$ cat src/flag_mask_pkg.sv
// Constants for the global flag mask configuration register.
// Assumes one system clock; register access comes from the serial decoder.
// Function
// - High-side stage one underload mask blocks summary
// - Low-side stage one underload mask blocks summary
// - Both stage masks act independently
// - General underload mask blocks all summary
// - Thermal warning mask blocks thermal summary
// - Discharge bit enables mirror PWM discharge
// - Discharge forces mirror overcurrent recovery off
// - Fields reset to zero, unused read zero
// - Clear general mask lets underloads through
// - Underload sets own status and summary
// - Recovery enable passes on to output stage
package flag_mask_pkg;
  localparam int          ADDR_W          = 7;
  localparam int          DATA_W          = 16;
  localparam logic [6:0]  CFG_ADDR        = 7'h3F;
  localparam logic [15:0] CFG_RESET       = 16'h0000;
  localparam logic [15:0] CFG_WRITE_MASK  = 16'h00BA;
  localparam int          BIT_MASK_ALL    = 1;
  localparam int          BIT_MASK_TW     = 3;
  localparam int          BIT_MASK_LS1    = 4;
  localparam int          BIT_MASK_HS1    = 5;
  localparam int          BIT_DISCHARGE   = 7;
  localparam int          NUM_OUTPUTS_DEF = 12;
  localparam int          IDX_HS1_DEF     = 0;
  localparam int          IDX_LS1_DEF     = 1;
endpackage : flag_mask_pkg

$ cat src/flag_cfg_if.sv
// Configuration bits passed from the register to the flag gating logic.
// Assumes both ends share clk_sys.
`timescale 1ns/100ps
`default_nettype none
interface flag_cfg_if;
  logic mask_first_high_side_underload;
  logic mask_first_low_side_underload;
  logic mask_all_underload_summary;
  logic mask_thermal_warning_summary;
  logic mirror_pwm_discharge_enable;
  modport source (
    output mask_first_high_side_underload,
    output mask_first_low_side_underload,
    output mask_all_underload_summary,
    output mask_thermal_warning_summary,
    output mirror_pwm_discharge_enable
  );
  modport sink (
    input mask_first_high_side_underload,
    input mask_first_low_side_underload,
    input mask_all_underload_summary,
    input mask_thermal_warning_summary,
    input mirror_pwm_discharge_enable
  );
endinterface : flag_cfg_if
`default_nettype wire

$ cat src/flag_gate.sv
// Gates underload and thermal events onto the global summary flags.
// Assumes event inputs come from logic on clk_sys.
`timescale 1ns/100ps
`default_nettype none
module flag_gate #(
  parameter int NUM_OUTPUTS = flag_mask_pkg::NUM_OUTPUTS_DEF,
  parameter int IDX_HS1     = flag_mask_pkg::IDX_HS1_DEF,
  parameter int IDX_LS1     = flag_mask_pkg::IDX_LS1_DEF
) (
  // Clock and reset
  input  wire logic                   clk_sys,
  input  wire logic                   reset_n,
  // Configuration
  flag_cfg_if.sink                    cfg,
  // Events
  input  wire logic [NUM_OUTPUTS-1:0] underload_event,
  input  wire logic                   thermal_warning_event,
  input  wire logic                   oc_recovery_request,
  // Results
  output logic      [NUM_OUTPUTS-1:0] underload_status,
  output logic                        global_underload,
  output logic                        global_thermal_warning,
  output logic                        mirror_feedback_overcurrent_recovery
);
  logic [NUM_OUTPUTS-1:0] uld_d, uld_q, contrib;
  logic                   gul_d, gul_q, tw_d, tw_q, rec_d, rec_q;

  always_comb begin
    contrib = underload_event;
    contrib[IDX_HS1] = underload_event[IDX_HS1] & ~cfg.mask_first_high_side_underload;
    contrib[IDX_LS1] = underload_event[IDX_LS1] & ~cfg.mask_first_low_side_underload;
    uld_d = underload_event;
    gul_d = (|contrib) & ~cfg.mask_all_underload_summary;
    tw_d  = thermal_warning_event & ~cfg.mask_thermal_warning_summary;
    // Discharge pulses the stage, so automatic restart would fight it
    rec_d = oc_recovery_request & ~cfg.mirror_pwm_discharge_enable;
  end

  always_ff @(posedge clk_sys or negedge reset_n) begin
    if (!reset_n) begin
      uld_q <= '0;
      gul_q <= 1'b0;
      tw_q  <= 1'b0;
      rec_q <= 1'b0;
    end else begin
      uld_q <= uld_d;
      gul_q <= gul_d;
      tw_q  <= tw_d;
      rec_q <= rec_d;
    end
  end

  assign underload_status                     = uld_q;
  assign global_underload                     = gul_q;
  assign global_thermal_warning               = tw_q;
  assign mirror_feedback_overcurrent_recovery = rec_q;

  // Elaboration-time check: both stage indices must be distinct and in range
  if (NUM_OUTPUTS < 2 || IDX_HS1 >= NUM_OUTPUTS || IDX_LS1 >= NUM_OUTPUTS
      || IDX_HS1 == IDX_LS1) begin : g_bad_indices
    $error("flag_gate: bad output indices");
  end
endmodule : flag_gate
`default_nettype wire

$ cat src/global_flag_mask_config.sv
// Global flag mask configuration register with its flag gating.
// Assumes the serial decoder issues single-cycle accesses on clk_sys.
`timescale 1ns/100ps
`default_nettype none
module global_flag_mask_config #(
  parameter int NUM_OUTPUTS = flag_mask_pkg::NUM_OUTPUTS_DEF,
  parameter int IDX_HS1     = flag_mask_pkg::IDX_HS1_DEF,
  parameter int IDX_LS1     = flag_mask_pkg::IDX_LS1_DEF
) (
  // Clock and reset
  input  wire logic                                clk_sys,
  input  wire logic                                reset_n,
  // Register access
  input  wire logic                                reg_wr_en,
  input  wire logic                                reg_rd_en,
  input  wire logic [flag_mask_pkg::ADDR_W-1:0]    reg_addr,
  input  wire logic [flag_mask_pkg::DATA_W-1:0]    reg_wr_data,
  output logic      [flag_mask_pkg::DATA_W-1:0]    reg_rd_data,
  // Events from output stages
  input  wire logic [NUM_OUTPUTS-1:0]              underload_event,
  input  wire logic                                thermal_warning_event,
  input  wire logic                                oc_recovery_request,
  // Flags and controls
  output logic      [NUM_OUTPUTS-1:0]              underload_status,
  output logic                                     global_underload,
  output logic                                     global_thermal_warning,
  output logic                                     mirror_pwm_discharge_enable,
  output logic                                     mirror_feedback_overcurrent_recovery
);
  logic [15:0] cfg_d, cfg_q, rd_d, rd_q;
  logic        hit;

  flag_cfg_if cfg_bus ();

  function automatic logic addr_hit(input logic [flag_mask_pkg::ADDR_W-1:0] a);
    addr_hit = (a == flag_mask_pkg::CFG_ADDR);
  endfunction

  always_comb begin
    hit   = addr_hit(reg_addr);
    cfg_d = cfg_q;
    if (reg_wr_en && hit) begin
      cfg_d = reg_wr_data & flag_mask_pkg::CFG_WRITE_MASK;
    end
    // Unmapped or idle reads return zero
    rd_d = '0;
    if (reg_rd_en && hit) begin
      rd_d = cfg_q & flag_mask_pkg::CFG_WRITE_MASK;
    end
  end

  always_ff @(posedge clk_sys or negedge reset_n) begin
    if (!reset_n) begin
      cfg_q <= flag_mask_pkg::CFG_RESET;
      rd_q  <= '0;
    end else begin
      cfg_q <= cfg_d;
      rd_q  <= rd_d;
    end
  end

  assign cfg_bus.mask_first_high_side_underload = cfg_q[flag_mask_pkg::BIT_MASK_HS1];
  assign cfg_bus.mask_first_low_side_underload  = cfg_q[flag_mask_pkg::BIT_MASK_LS1];
  assign cfg_bus.mask_all_underload_summary     = cfg_q[flag_mask_pkg::BIT_MASK_ALL];
  assign cfg_bus.mask_thermal_warning_summary   = cfg_q[flag_mask_pkg::BIT_MASK_TW];
  assign cfg_bus.mirror_pwm_discharge_enable    = cfg_q[flag_mask_pkg::BIT_DISCHARGE];
  assign mirror_pwm_discharge_enable            = cfg_q[flag_mask_pkg::BIT_DISCHARGE];
  assign reg_rd_data                            = rd_q;

  flag_gate #(
    .NUM_OUTPUTS (NUM_OUTPUTS),
    .IDX_HS1     (IDX_HS1),
    .IDX_LS1     (IDX_LS1)
  ) u_gate (
    .clk_sys                              (clk_sys),
    .reset_n                              (reset_n),
    .cfg                                  (cfg_bus.sink),
    .underload_event                      (underload_event),
    .thermal_warning_event                (thermal_warning_event),
    .oc_recovery_request                  (oc_recovery_request),
    .underload_status                     (underload_status),
    .global_underload                     (global_underload),
    .global_thermal_warning               (global_thermal_warning),
    .mirror_feedback_overcurrent_recovery (mirror_feedback_overcurrent_recovery)
  );
endmodule : global_flag_mask_config
`default_nettype wire

$ cat config.mk
export PLATFORM = sky130hd
export DESIGN_NAME = global_flag_mask_config
export DESIGN_NICKNAME = d
export VERILOG_FILES = /design/src/flag_mask_pkg.sv /design/src/flag_cfg_if.sv /design/src/flag_gate.sv /design/src/global_flag_mask_config.sv
export SDC_FILE = /design/constraint.sdc
export NUM_CORES = 1
export LEC_CHECK = 0
export BUFFER_PORTS_ARGS = -buffer_cell sky130_fd_sc_hd__buf_2
export CAP_MARGIN = 25
export CORE_UTILIZATION = 42
export CTS_BUF_LIST = sky130_fd_sc_hd__clkbuf_8
export DETAILED_ROUTE_END_ITERATION = 16
export PLACE_DENSITY = 0.88
export SLEW_MARGIN = 5
export SYNTH_ARGS = -nofsm -noshare
export SYNTH_HDL_FRONTEND = slang
export SYNTH_SLANG_ARGS = --single-unit
$ cat constraint.sdc
create_clock -name clk_sys -period 3.35 [get_ports clk_sys]
set_clock_uncertainty 0.2 [all_clocks]
set_input_delay 0.1675 -clock clk_sys [delete_from_list [all_inputs] [get_ports clk_sys]]
set_output_delay 0.1675 -clock clk_sys [all_outputs]
set_load 0.02 [all_outputs]
Word level (Yosys, flattened, before mapping). Index checks and enable logic that the tools add are counted.

Equality and inequality tests: 1. Muxes and demuxes: 1. Bitwise operators: 10. Reduce and logical (&&, ||, !) cells: 3.

Operators by type and width (number): $reduce_or A12 Y1 (1); $mux W8 (1); $eq A7 B6 Y1 const B (1); $and A1 B1 Y1 (5); $not A1 Y1 (5); $logic_and A1 B1 Y1 (2).

Register bits after elaboration: 28. Input bits: 41. Output and inout port bits: 32. Word-level logic and storage cells: 21.

Depth between registers and ports, before layout. Gate-level depths: netlist of run 1.

Depth after elaboration: 4. Gate-level depth with buffers: 3. Gate-level depth less buffers: 3.

Modules after synthesis. Synthesis of run 1 repeated with hierarchy kept, for this count alone.

Cell total of the unflattened synthesis: 62. Area total of the unflattened synthesis: 913.4 µm².

Modules (own cells, without submodules): global_flag_mask_config (times used 1, cells an instance 39, area each 486.7 µm², sequential area each 250.2 µm²); flag_gate (times used 1, cells an instance 23, area each 426.7 µm², sequential area each 375.4 µm²).

Worst setup path before layout of run 1. No wires, ideal clock.

Path type: input port to flip-flop. Start point: input port reg_addr[1] (netlist name). End point: register cfg_q[1]. Data arrival time: 0.989 ns. Data required time: 3.025 ns. Path slack: 2.036 ns. Stages: 3. Path buffers: 0. Path through: nand4_2 > nor4_4 > mux2_2.

Longest elaborated chain between the ends: 2.

RTL lines: start: declaration (line global_flag_mask_config.sv:16) `input wire logic [flag_mask_pkg::ADDR_W-1:0] reg_addr,`; $eq A7 B6 Y1 (line global_flag_mask_config.sv:36) `addr_hit = (a == flag_mask_pkg::CFG_ADDR);`; $logic_and A1 B1 Y1 (line global_flag_mask_config.sv:42) `if (reg_wr_en && hit) begin`; end signal: assignment (line global_flag_mask_config.sv:54) `cfg_q <= flag_mask_pkg::CFG_RESET;`; end signal: assignment (line global_flag_mask_config.sv:57) `cfg_q <= cfg_d;`; end: declaration (line global_flag_mask_config.sv:30) `logic [15:0] cfg_d, cfg_q, rd_d, rd_q;`.

Every way passes these cells. A chain may end at the register's enable or synchronous reset.

Worst setup path in the final report of run 1.
Start point: input port underload_event[1]. End point: register u_gate.gul_q (netlist: u_gate.global_underload).

Longest elaborated chain between the ends: 3.

RTL lines: start: declaration (line global_flag_mask_config.sv:20) `input wire logic [NUM_OUTPUTS-1:0] underload_event,`; $and A1 B1 Y1 (line flag_gate.sv:31) `contrib[IDX_LS1] = underload_event[IDX_LS1] & ~cfg.mask_first_low_side_underload;`; $reduce_or A12 Y1 (line flag_gate.sv:33) `gul_d = (|contrib) & ~cfg.mask_all_underload_summary;`; $and A1 B1 Y1 (line flag_gate.sv:33); net u_gate.gul_d (line flag_gate.sv:26) `logic gul_d, gul_q, tw_d, tw_q, rec_d, rec_q;`; end signal: assignment (line flag_gate.sv:47) `gul_q <= gul_d;`; end: declaration (line flag_gate.sv:26).

The timed path passes the listed nets, and every way through them passes these cells.

==> flow_summary.yaml, run 1 <==
finish:
  layout.cells.most_common: "buf_2"
  finalNonFillerCells: 161
  layout_common_cells: "buf_2, dfrtp_1, dlygate4sd3_1, conb_1"
  area_delta_synth_final_pct: 53.8
  utilization_pct: 69.9
  drive_gt1_share_pct: 44.8
  final_area_mm2: 0.00139
  nets: 176
  insertedDiodeCount: 0
timing:
  rsz0062_at_grt: "no"
  max_freq_mhz: 525
  maxSlewHeadroom_pct: 53.0
  period_minus_slack_ps: 1910
  setup_violations: 0
  report.final.slew_viol_count: 0
  fin_tns_setup_ps: 0
  min_period_over_period_pct: 56.9
  tightest_slew_ps: 688
  finalHoldViolCount: 0
floorplanning:
  ios: 73
  start_util_pct: 45.5
  core_area_mm2: 0.00198
  die_h_um: 48.3
  num_rows: 16
  die_x_um: 48.3
  die_area_mm2: 0.00233
clock_network:
  cts_setup_buffers: 0
  cts-root-buf: "clkbuf_8"
  clock_tree.buffer_depth: 2
  clk_pin_slew_ps: 80
  cts_sinks: 25
  htree_num_levels: 1
  cts_tree: "done"
  numCtsBuffers: 3
  insertion_delay_ps: 250
global_route:
  grt_use_total_pct: 20.2
  grt_pass1_wl_um: 3480
  grt_max_degree: 26
  antenna_found_initial: 0
  overflow: 0
  first_global_vias: 769
yosys:
  synth_cells: 61
  synth_top_area_cell: "dfrtp_1"
  yosys-top-cells-area: "dfrtp_1, buf_4, mux2_2"
  yosysWarnings: 0
  yosysTopAreaCellShare_pct: 69.4
  syn_area_per_cell_um2: 14.8
  synthDistinctLibCells: 13
  ys_seq_area_share_pct: 69.4
  syn_area_um2: 901
  ys_ff_latch: 25
route:
  routed_wl_um: 2240
  wire_per_inst_um: 13.9
  drc: 0
  viasPerCell: 4.60
  ant_nets: 0
  firstDrtPassIters: 3
  vias: 740
  drtIter0Drc: 8
worst_setup_path:
  cp-end-kind: "flip-flop"
  critPathCapture: "u_gate.global_underload"
  ff2ff_path_depth: 3
  required_ps: 3240
  startpoint_type: "input port"
  r2r_slack_ps: 1720
  reg2reg_from: "cfg_q[4]"
  worstSetupStartpoint: "underload_event[1]"
  path_max_fanout: 2
  arrival_ps: 1790
  critPathKind: "in2reg"
  reg2reg_to: "u_gate.global_underload"
power:
  leakagePower_nw: 0.734
  total_power_uw: 578
  worst_ir_drop_vdd_uv: 185
  p_per_area_mw_per_mm2: 418
hold_path:
  hold_path.class: "in2reg"
  worstHoldStart: "reg_addr[6]"
placement:
  routabilityCongestion: 0.646
  io_buffers: 50
  post_dp_cell_area_mm2: 0.00114
  placed_cells: 137
  hpwl_um: 1390
run:
  maxCapViolations: 0
outcome:
  outcome: "complete, no violations"
==> synth_stat cells, drive strengths merged <==
master   count
dfrtp       25
inv          3
nor2b        3
conb         1
and2         5
nand2        1
a2111oi      1
a31oi        1
mux2         5
nand4        1
nor4         4
buf         11
==> metal layers <==
metal  GRT usage, %  part of all wire (%)  up-vias
met5              0                     0        -
met4           10.8                   2.5        0
met3           5.66                   7.9        8
met2           40.1                    58       45
met1           17.8                    32      362
li1               -                     -      325
==> worst min-delay path by stage <==
stage / slack [ps] / cells past startpoint / end
global route: 130 / 3 / reg_rd_data[5]
detailed placement: -30 / 1 / u_gate.underload_status[9]
floorplan: -330 / 0 / cfg_q[1]
global placement: -40 / 1 / u_gate.underload_status[9]
finish: 130 / 3 / reg_rd_data[5]
CTS: 130 / 3 / reg_rd_data[5]
==> what timing repair did <==
item	4_1_cts	5_1_grt
hold buffers	20	0
endpoints found under the setup margin	0	0
resized for setup	0	0
hold endpoints to repair	44	0
==> layout make-up <==
class / instances / area (um^2)
inverter: 3 / 11.3
multi-input combinational: 32 / 219
sequential: 25 / 626
clock buffer: 3 / 41.3
clock inverter: 1 / 3.75
timing repair buffer: 70 / 450
fill: 138 / 597
tap: 27 / 33.8
==> power by group <==
part	switching [mW]	total, mW	internal [mW]
sequential	0.00610	0.322	0.316
clock	0.0811	0.163	0.0815
combinational	0.0522	0.0934	0.0412
total	0.139	0.578	0.439
==> worst max-delay path, stage by stage <==
cell and delay, ps:
dlygate4sd3_1 540, buf_2 130, nor2b_1 120, a2111oi_0 640
a31oi_1 200
==> logic make-up after synthesis <==
family                 synth area share, %
AOI/OAI and AO/OA                     1.67
buffers and inverters                 10.4
DFF                                   69.4
muxes                                 6.25
other                                0.416
and+or+nand+nor                       11.8
==> registers in the layout, summed over array words and instances (netlist names) <==
name	count
u_gate.underload_status	12
reg_rd_data	5
u_gate.global_thermal_warning	1
u_gate.global_underload	1
cfg_q	5
u_gate.mirror_feedback_overcurrent_recovery	1
==> metrics by stage <==
step / setup WS, ps / hold WS, ps
2_1_floorplan: 2040 / -328
6_report: 1440 / 134
3_5_place_dp: 1800 / -28.1
4_1_cts: 1590 / 134
5_1_grt: 1440 / 135
3_3_place_gp: 1850 / -42.0
Power figures use the tool's default switching activity.
==> run 2: changes to the inputs <==
- ABC_AREA: unset -> 1
- CORE_UTILIZATION: 42 -> 40
- PLACE_DENSITY: 0.88 -> 0.83
- clock period: 3.35 -> 1.8 ns (I/O delays scaled with it)
==> run 2 against run 1 <==
Net effect: design area is 7.4% higher; global-route usage is 3.8 points lower; highest routed layer unchanged; critical endpoint is now reg_rd_data[3]; register-to-register slack worse by 920 ps; largest power group unchanged; cell count is 21% higher; sequential cell count stayed put; die area is 8.1% higher; non-clock buffer count is 7 higher; utilization is 2.6 points lower; combinational power is 90% higher; clock-buffer cell count stayed put; sequential power is 86% higher.
==> flow_summary.yaml, run 2 <==
outcome:
  outcome: "complete, no violations"
power:
  total_power_mw: 1.09
  worst_ir_drop_vdd_uv: 570
  leakagePower_nw: 0.775
  p_per_area_mw_per_mm2: 730
floorplanning:
  num_rows: 17
  die_h_um: 50.2
  core_area_mm2: 0.00221
  die_x_um: 50.2
  ios: 73
  die_area_mm2: 0.00252
  start_util_pct: 42.1
global_route:
  grt_use_total_pct: 16.3
  first_global_vias: 803
  grt_max_degree: 26
  overflow: 0
  grt_pass1_wl_um: 3000
  antenna_found_initial: 0
finish:
  insertedDiodeCount: 0
  area_delta_synth_final_pct: 59.8
  finalNonFillerCells: 195
  final_area_mm2: 0.00149
  layout_common_cells: "buf_2, dlygate4sd3_1, dfrtp_1, nand2_1, nor2_1"
  nets: 209
  layout.cells.most_common: "buf_2"
  utilization_pct: 67.3
  nFillCells: 173
  drive_gt1_share_pct: 34.7
  largest_reg_flops: 12
clock_network:
  ctsResizeCount: 0
  cts_tree: "done"
  clk_pin_slew_ps: 80
  insertion_delay_ps: 260
  cts_setup_buffers: 0
  cts-root-buf: "clkbuf_8"
  cts_sinks: 25
  clock_tree.buffer_depth: 2
  htree_num_levels: 1
  numCtsBuffers: 3
route:
  routed_wl_um: 1880
  vias: 825
  ant_nets: 0
  drtIter0Drc: 6
  wire_per_inst_um: 9.64
  viasPerCell: 4.23
  drc: 0
  firstDrtPassIters: 4
timing:
  rsz0062_at_grt: "no"
  fin_tns_setup_ps: 0
  setup_violations: 0
  report.final.slew_viol_count: 0
  period_minus_slack_ps: 1550
  min_period_over_period_pct: 86.1
  tightest_slew_ps: 513
  maxSlewHeadroom_pct: 65.8
  finalHoldViolCount: 0
  max_freq_mhz: 645
placement:
  placed_cells: 164
  routabilityCongestion: 0.700
  post_dp_cell_area_mm2: 0.00117
  io_buffers: 50
  hpwl_um: 1290
yosys:
  ys_ff_latch: 25
  ys.flop_type: "dfrtp_1"
  synthArstFlopShare_pct: 100
  ys_seq_area_share_pct: 67.2
  syn_area_per_cell_um2: 10.7
  synthDistinctLibCells: 10
  synth_edf_count: 0
  yosys-top-cells-area: "dfrtp_1, buf_4, nand2_1"
  yosysTopAreaCellShare_pct: 67.2
  yosysWarnings: 0
  synth_top_area_cell: "dfrtp_1"
  yosysMostFrequentCell: "dfrtp_1"
  synth_common_cells: "dfrtp_1, nand2_1, nor2_1"
  syn_area_um2: 931
  synth_cells: 87
worst_setup_path:
  critPathKind: "in2reg"
  cp_slowest_cell: "dlygate4sd3_1"
  path_max_fanout: 5
  critPathMostFrequentCell: "dlygate4sd3_1"
  path_cells: "dlygate4sd3_1, buf_2, nand3_2, dlygate4sd3_1, nor2_1"
  arrival_ps: 1500
  r2r_slack_ps: 800
  slowest_delay_ps: 630
  required_ps: 1750
  startpoint_type: "input port"
  cp-end-kind: "flip-flop"
run:
  maxCapViolations: 0
hold_path:
  hold_path.class: "in2reg"
-- run 2: cell count changes in the layout (fill, tap and decap cells not counted), moves of 2 or more --
cell	delta
nand4_1	+5
nand3_2	+2
nor2_2	+2
nor2_1	+15
and2_1	-5
dlygate4sd3_1	+7
mux2_2	-5
nand2_1	+16
nor4_1	-3
nor2b_1	-3
inv_1	+4
-- run 2: cell type report --
class	count	area [um^2]	area share [%]
sequential	25	626	42.1
timing repair buffer	77	520	35.0
multi-input combinational	53	230	15.5
clock buffer	3	41.3	2.78
tap	28	35.0	2.35
inverter	8	30.0	2.02
clock inverter	1	5.00	0.336
-- run 2: worst max-delay path: cells and delay by family --
kind,cells,cell delay [ps]
and+or+nand+nor,2,120
buffers and inverters,3,1290
-- run 2: final timing paths --
path	cells after the start	from	endpoint
max in group asynchronous	2	reset_n	u_gate.underload_status[5]
min reg2reg	1	cfg_q[1]	u_gate.global_underload
min in group asynchronous	2	reset_n	u_gate.underload_status[10]
max reg2reg	5	cfg_q[5]	u_gate.global_underload
min	4	reg_wr_en	cfg_q[1]
max	5	reg_rd_en	reg_rd_data[3]
-- run 2: layer usage --
metal | global-route usage, % | wire length [um]
met1 | 14.3 | 705
met2 | 32.9 | 958
met3 | 3.03 | 168
met4 | 10.0 | 47
met5 | 0 | 0
-- run 2: power breakdown --
part	internal, mW	leakage (nW)	total [mW]	switching, mW
clock network	0.154	0.0255	0.309	0.155
registers	0.589	0.311	0.600	0.0115
logic	0.0767	0.439	0.177	0.100
-- run 2: logic make-up (layout without fill, tap and decap cells) --
| logic type | after synthesis | in the layout | synth area share [%] |
|---|---|---|---|
| AOI/OAI and AO/OA | 1 | 1 | 0.537 |
| other | 1 | 11 | 0.403 |
| DFF | 25 | 25 | 67.2 |
| and+or+nand+nor | 41 | 41 | 19.8 |
| buffers and inverters | 19 | 89 | 12.1 |
-- run 2: metrics by stage --
stage | worst slack [ps] | hold WS, ps
floorplan | 869 | -406
CTS | 244 | 7.80
global placement | 737 | -118
detailed placement | 704 | -103
finish | 250 | 15.0
global route | 208 | 30.0
-- run 2: repair_timing --
item | in CTS | in global routing
setup endpoints to repair | 0 | 0
hold buffers | 27 | 0
hold endpoints to repair | 50 | 0
==> run 3: changes to the inputs <==
- SLEW_MARGIN: 5 -> 20
- SYNTH_HIERARCHICAL: unset -> 1
==> run 3 against run 2 <==
Net effect: register-to-register slack barely moved; routed wire length fell by 4.3%; first-iteration DRC count fell by 50%; critical path depth did not move; fmax rose by 1.5%; synthesized cell count rose by 1.1%; critical endpoint is now reg_rd_data[1]; largest power group unchanged.
==> flow_summary.yaml, run 3 <==
outcome:
  outcome: "complete, no violations"
clock_network:
  cts-root-buf: "clkbuf_8"
  clk_pin_slew_ps: 80
  cts_tree: "done"
  postCtsHoldBufs: 28
  cts_setup_buffers: 0
  ctsResizeCount: 0
  numCtsBuffers: 3
  insertion_delay_ps: 260
  cts_sinks: 25
  clock_tree.buffer_depth: 2
  htree_num_levels: 1
finish:
  area_delta_synth_final_pct: 60.3
  insertedDiodeCount: 0
  largest_reg_flops: 12
  nets: 211
  drive_gt1_share_pct: 34.3
  layout_common_cells: "buf_2, dlygate4sd3_1, dfrtp_1, nand2_1, nor2_1"
  layout.cells.most_common: "buf_2"
  finalNonFillerCells: 197
  utilization_pct: 67.9
  final_area_mm2: 0.00150
  nFillCells: 166
yosys:
  synth_top_area_cell: "dfrtp_1"
  ys_ff_latch: 25
  synth_common_cells: "dfrtp_1, nand2_1, nor2_1"
  synthDistinctLibCells: 10
  yosysMostFrequentCell: "dfrtp_1"
  synth_cells: 88
  yosys-top-cells-area: "dfrtp_1, buf_4, nand2_1"
  syn_area_per_cell_um2: 10.6
  ys.flop_type: "dfrtp_1"
  syn_area_um2: 937
  synthArstFlopShare_pct: 100
  yosysWarnings: 6
  yosysTopAreaCellShare_pct: 66.8
  ys_seq_area_share_pct: 66.8
  synth_edf_count: 0
worst_setup_path:
  ff2ff_path_depth: 5
  slowest_delay_ps: 610
  path_cells: "dlygate4sd3_1, buf_2, nand3_2, dlygate4sd3_1, nor2_1"
  cp_slowest_cell: "dlygate4sd3_1"
  r2r_slack_ps: 800
  cp_num_buf_inv: 3
  arrival_ps: 1510
  critPathKind: "in2reg"
  path_max_fanout: 2
  required_ps: 1790
  reg2reg_to: "u_gate/global_underload"
  startpoint_type: "input port"
  reg2reg_from: "cfg_q[5]"
  cp_top_family: "buffers and inverters"
  critPathMostFrequentCell: "dlygate4sd3_1"
  cp-end-kind: "flip-flop"
timing:
  period_minus_slack_ps: 1530
  report.final.slew_viol_count: 0
  fin_tns_setup_ps: 0
  rsz0062_at_grt: "no"
  min_period_over_period_pct: 84.8
  max_freq_mhz: 655
  tightest_slew_ps: 518
  setup_violations: 0
  maxSlewHeadroom_pct: 65.5
  finalHoldViolCount: 0
route:
  firstDrtPassIters: 3
  vias: 825
  drc: 0
  drtIter0Drc: 3
  routed_wl_um: 1800
  viasPerCell: 4.19
  ant_nets: 0
  wire_per_inst_um: 9.14
floorplanning:
  die_h_um: 50.4
  ios: 73
  die_x_um: 50.4
  core_area_mm2: 0.00221
  num_rows: 17
  die_area_mm2: 0.00254
  start_util_pct: 42.4
global_route:
  grt_max_degree: 26
  first_global_vias: 724
  grt_pass1_wl_um: 2790
  grt_use_total_pct: 15.3
  antenna_found_initial: 0
  overflow: 0
power:
  leakagePower_nw: 0.779
  worst_ir_drop_vdd_uv: 429
  p_per_area_mw_per_mm2: 721
hold_path:
  worstHoldStart: "reg_wr_en"
  holdPathEnd: "cfg_q[5]"
  hold_path_depth: 4
  hold_path.class: "in2reg"
placement:
  routabilityCongestion: 0.659
  placed_cells: 165
  io_buffers: 50
  hpwl_um: 1240
  post_dp_cell_area_mm2: 0.00118
run:
  maxCapViolations: 0
## run 3: per-stage QoR
step | setup WS (ps) | power, mW | hold slack (ps)
floorplan | 869 | 0.701 | -406
global placement | 733 | 0.750 | -120
detailed placement | 690 | 0.754 | -104
CTS | 272 | 1.09 | 10.6
global route | 231 | 1.15 | 26.5
finish | 273 | 1.08 | 10.3
## run 3: power by group
| part | switching, mW | internal, mW | leakage (nW) |
|---|---|---|---|
| clock | 0.154 | 0.152 | 0.0269 |
| sequential | 0.0118 | 0.589 | 0.311 |
| combinational | 0.0994 | 0.0772 | 0.442 |
## run 3: how the worst max path moves through the flow
| stage | cells after the start | startpoint | end | slack, ps |
|---|---|---|---|---|
| 6_report | 5 | reg_rd_en | reg_rd_data[1] | 270 |
| 5_1_grt | 5 | reg_rd_en | reg_rd_data[1] | 230 |
| 4_1_cts | 5 | reg_rd_en | reg_rd_data[1] | 270 |
| 3_5_place_dp | 6 | reg_addr[3] | cfg_q[5] | 690 |
| 3_3_place_gp | 6 | reg_addr[3] | cfg_q[4] | 730 |
| 2_1_floorplan | 5 | reg_addr[3] | cfg_q[7] | 870 |
## run 3: routing by layer
layer	GRT usage [%]	routed length (um)	share of wire (%)	vias up
li1	-	-	-	413
met1	14.2	680	38	353
met2	29.3	920	51	53
met3	3.64	167	9.3	6
met4	9.72	31	1.7	0
met5	0	0	0	-
## run 3: cell type report
cell class,count,area (um^2),area share (%)
well taps,28,35.0,2.33
multi-input cells,53,233,15.5
clock buffers,3,41.3,2.75
repair buffers,78,531,35.3
inverters,9,33.8,2.25
clock inverters,1,3.75,0.250
flip-flops and latches,25,626,41.6
## run 3: cell families (layout without fill, tap and decap cells)
group,after synthesis,count (layout),synth area share [%]
AND/OR/NAND/NOR,41,41,19.9
other,1,11,0.400
AO/OA/AOI/OAI,1,1,0.534
flip-flops,25,25,66.8
buffers and inverters,20,91,12.4
## run 3: tightest hold or removal path: stages
cell	delay (ps)
buf_2	130
nand3_2	110
nand2_1	60
nand2_1	50
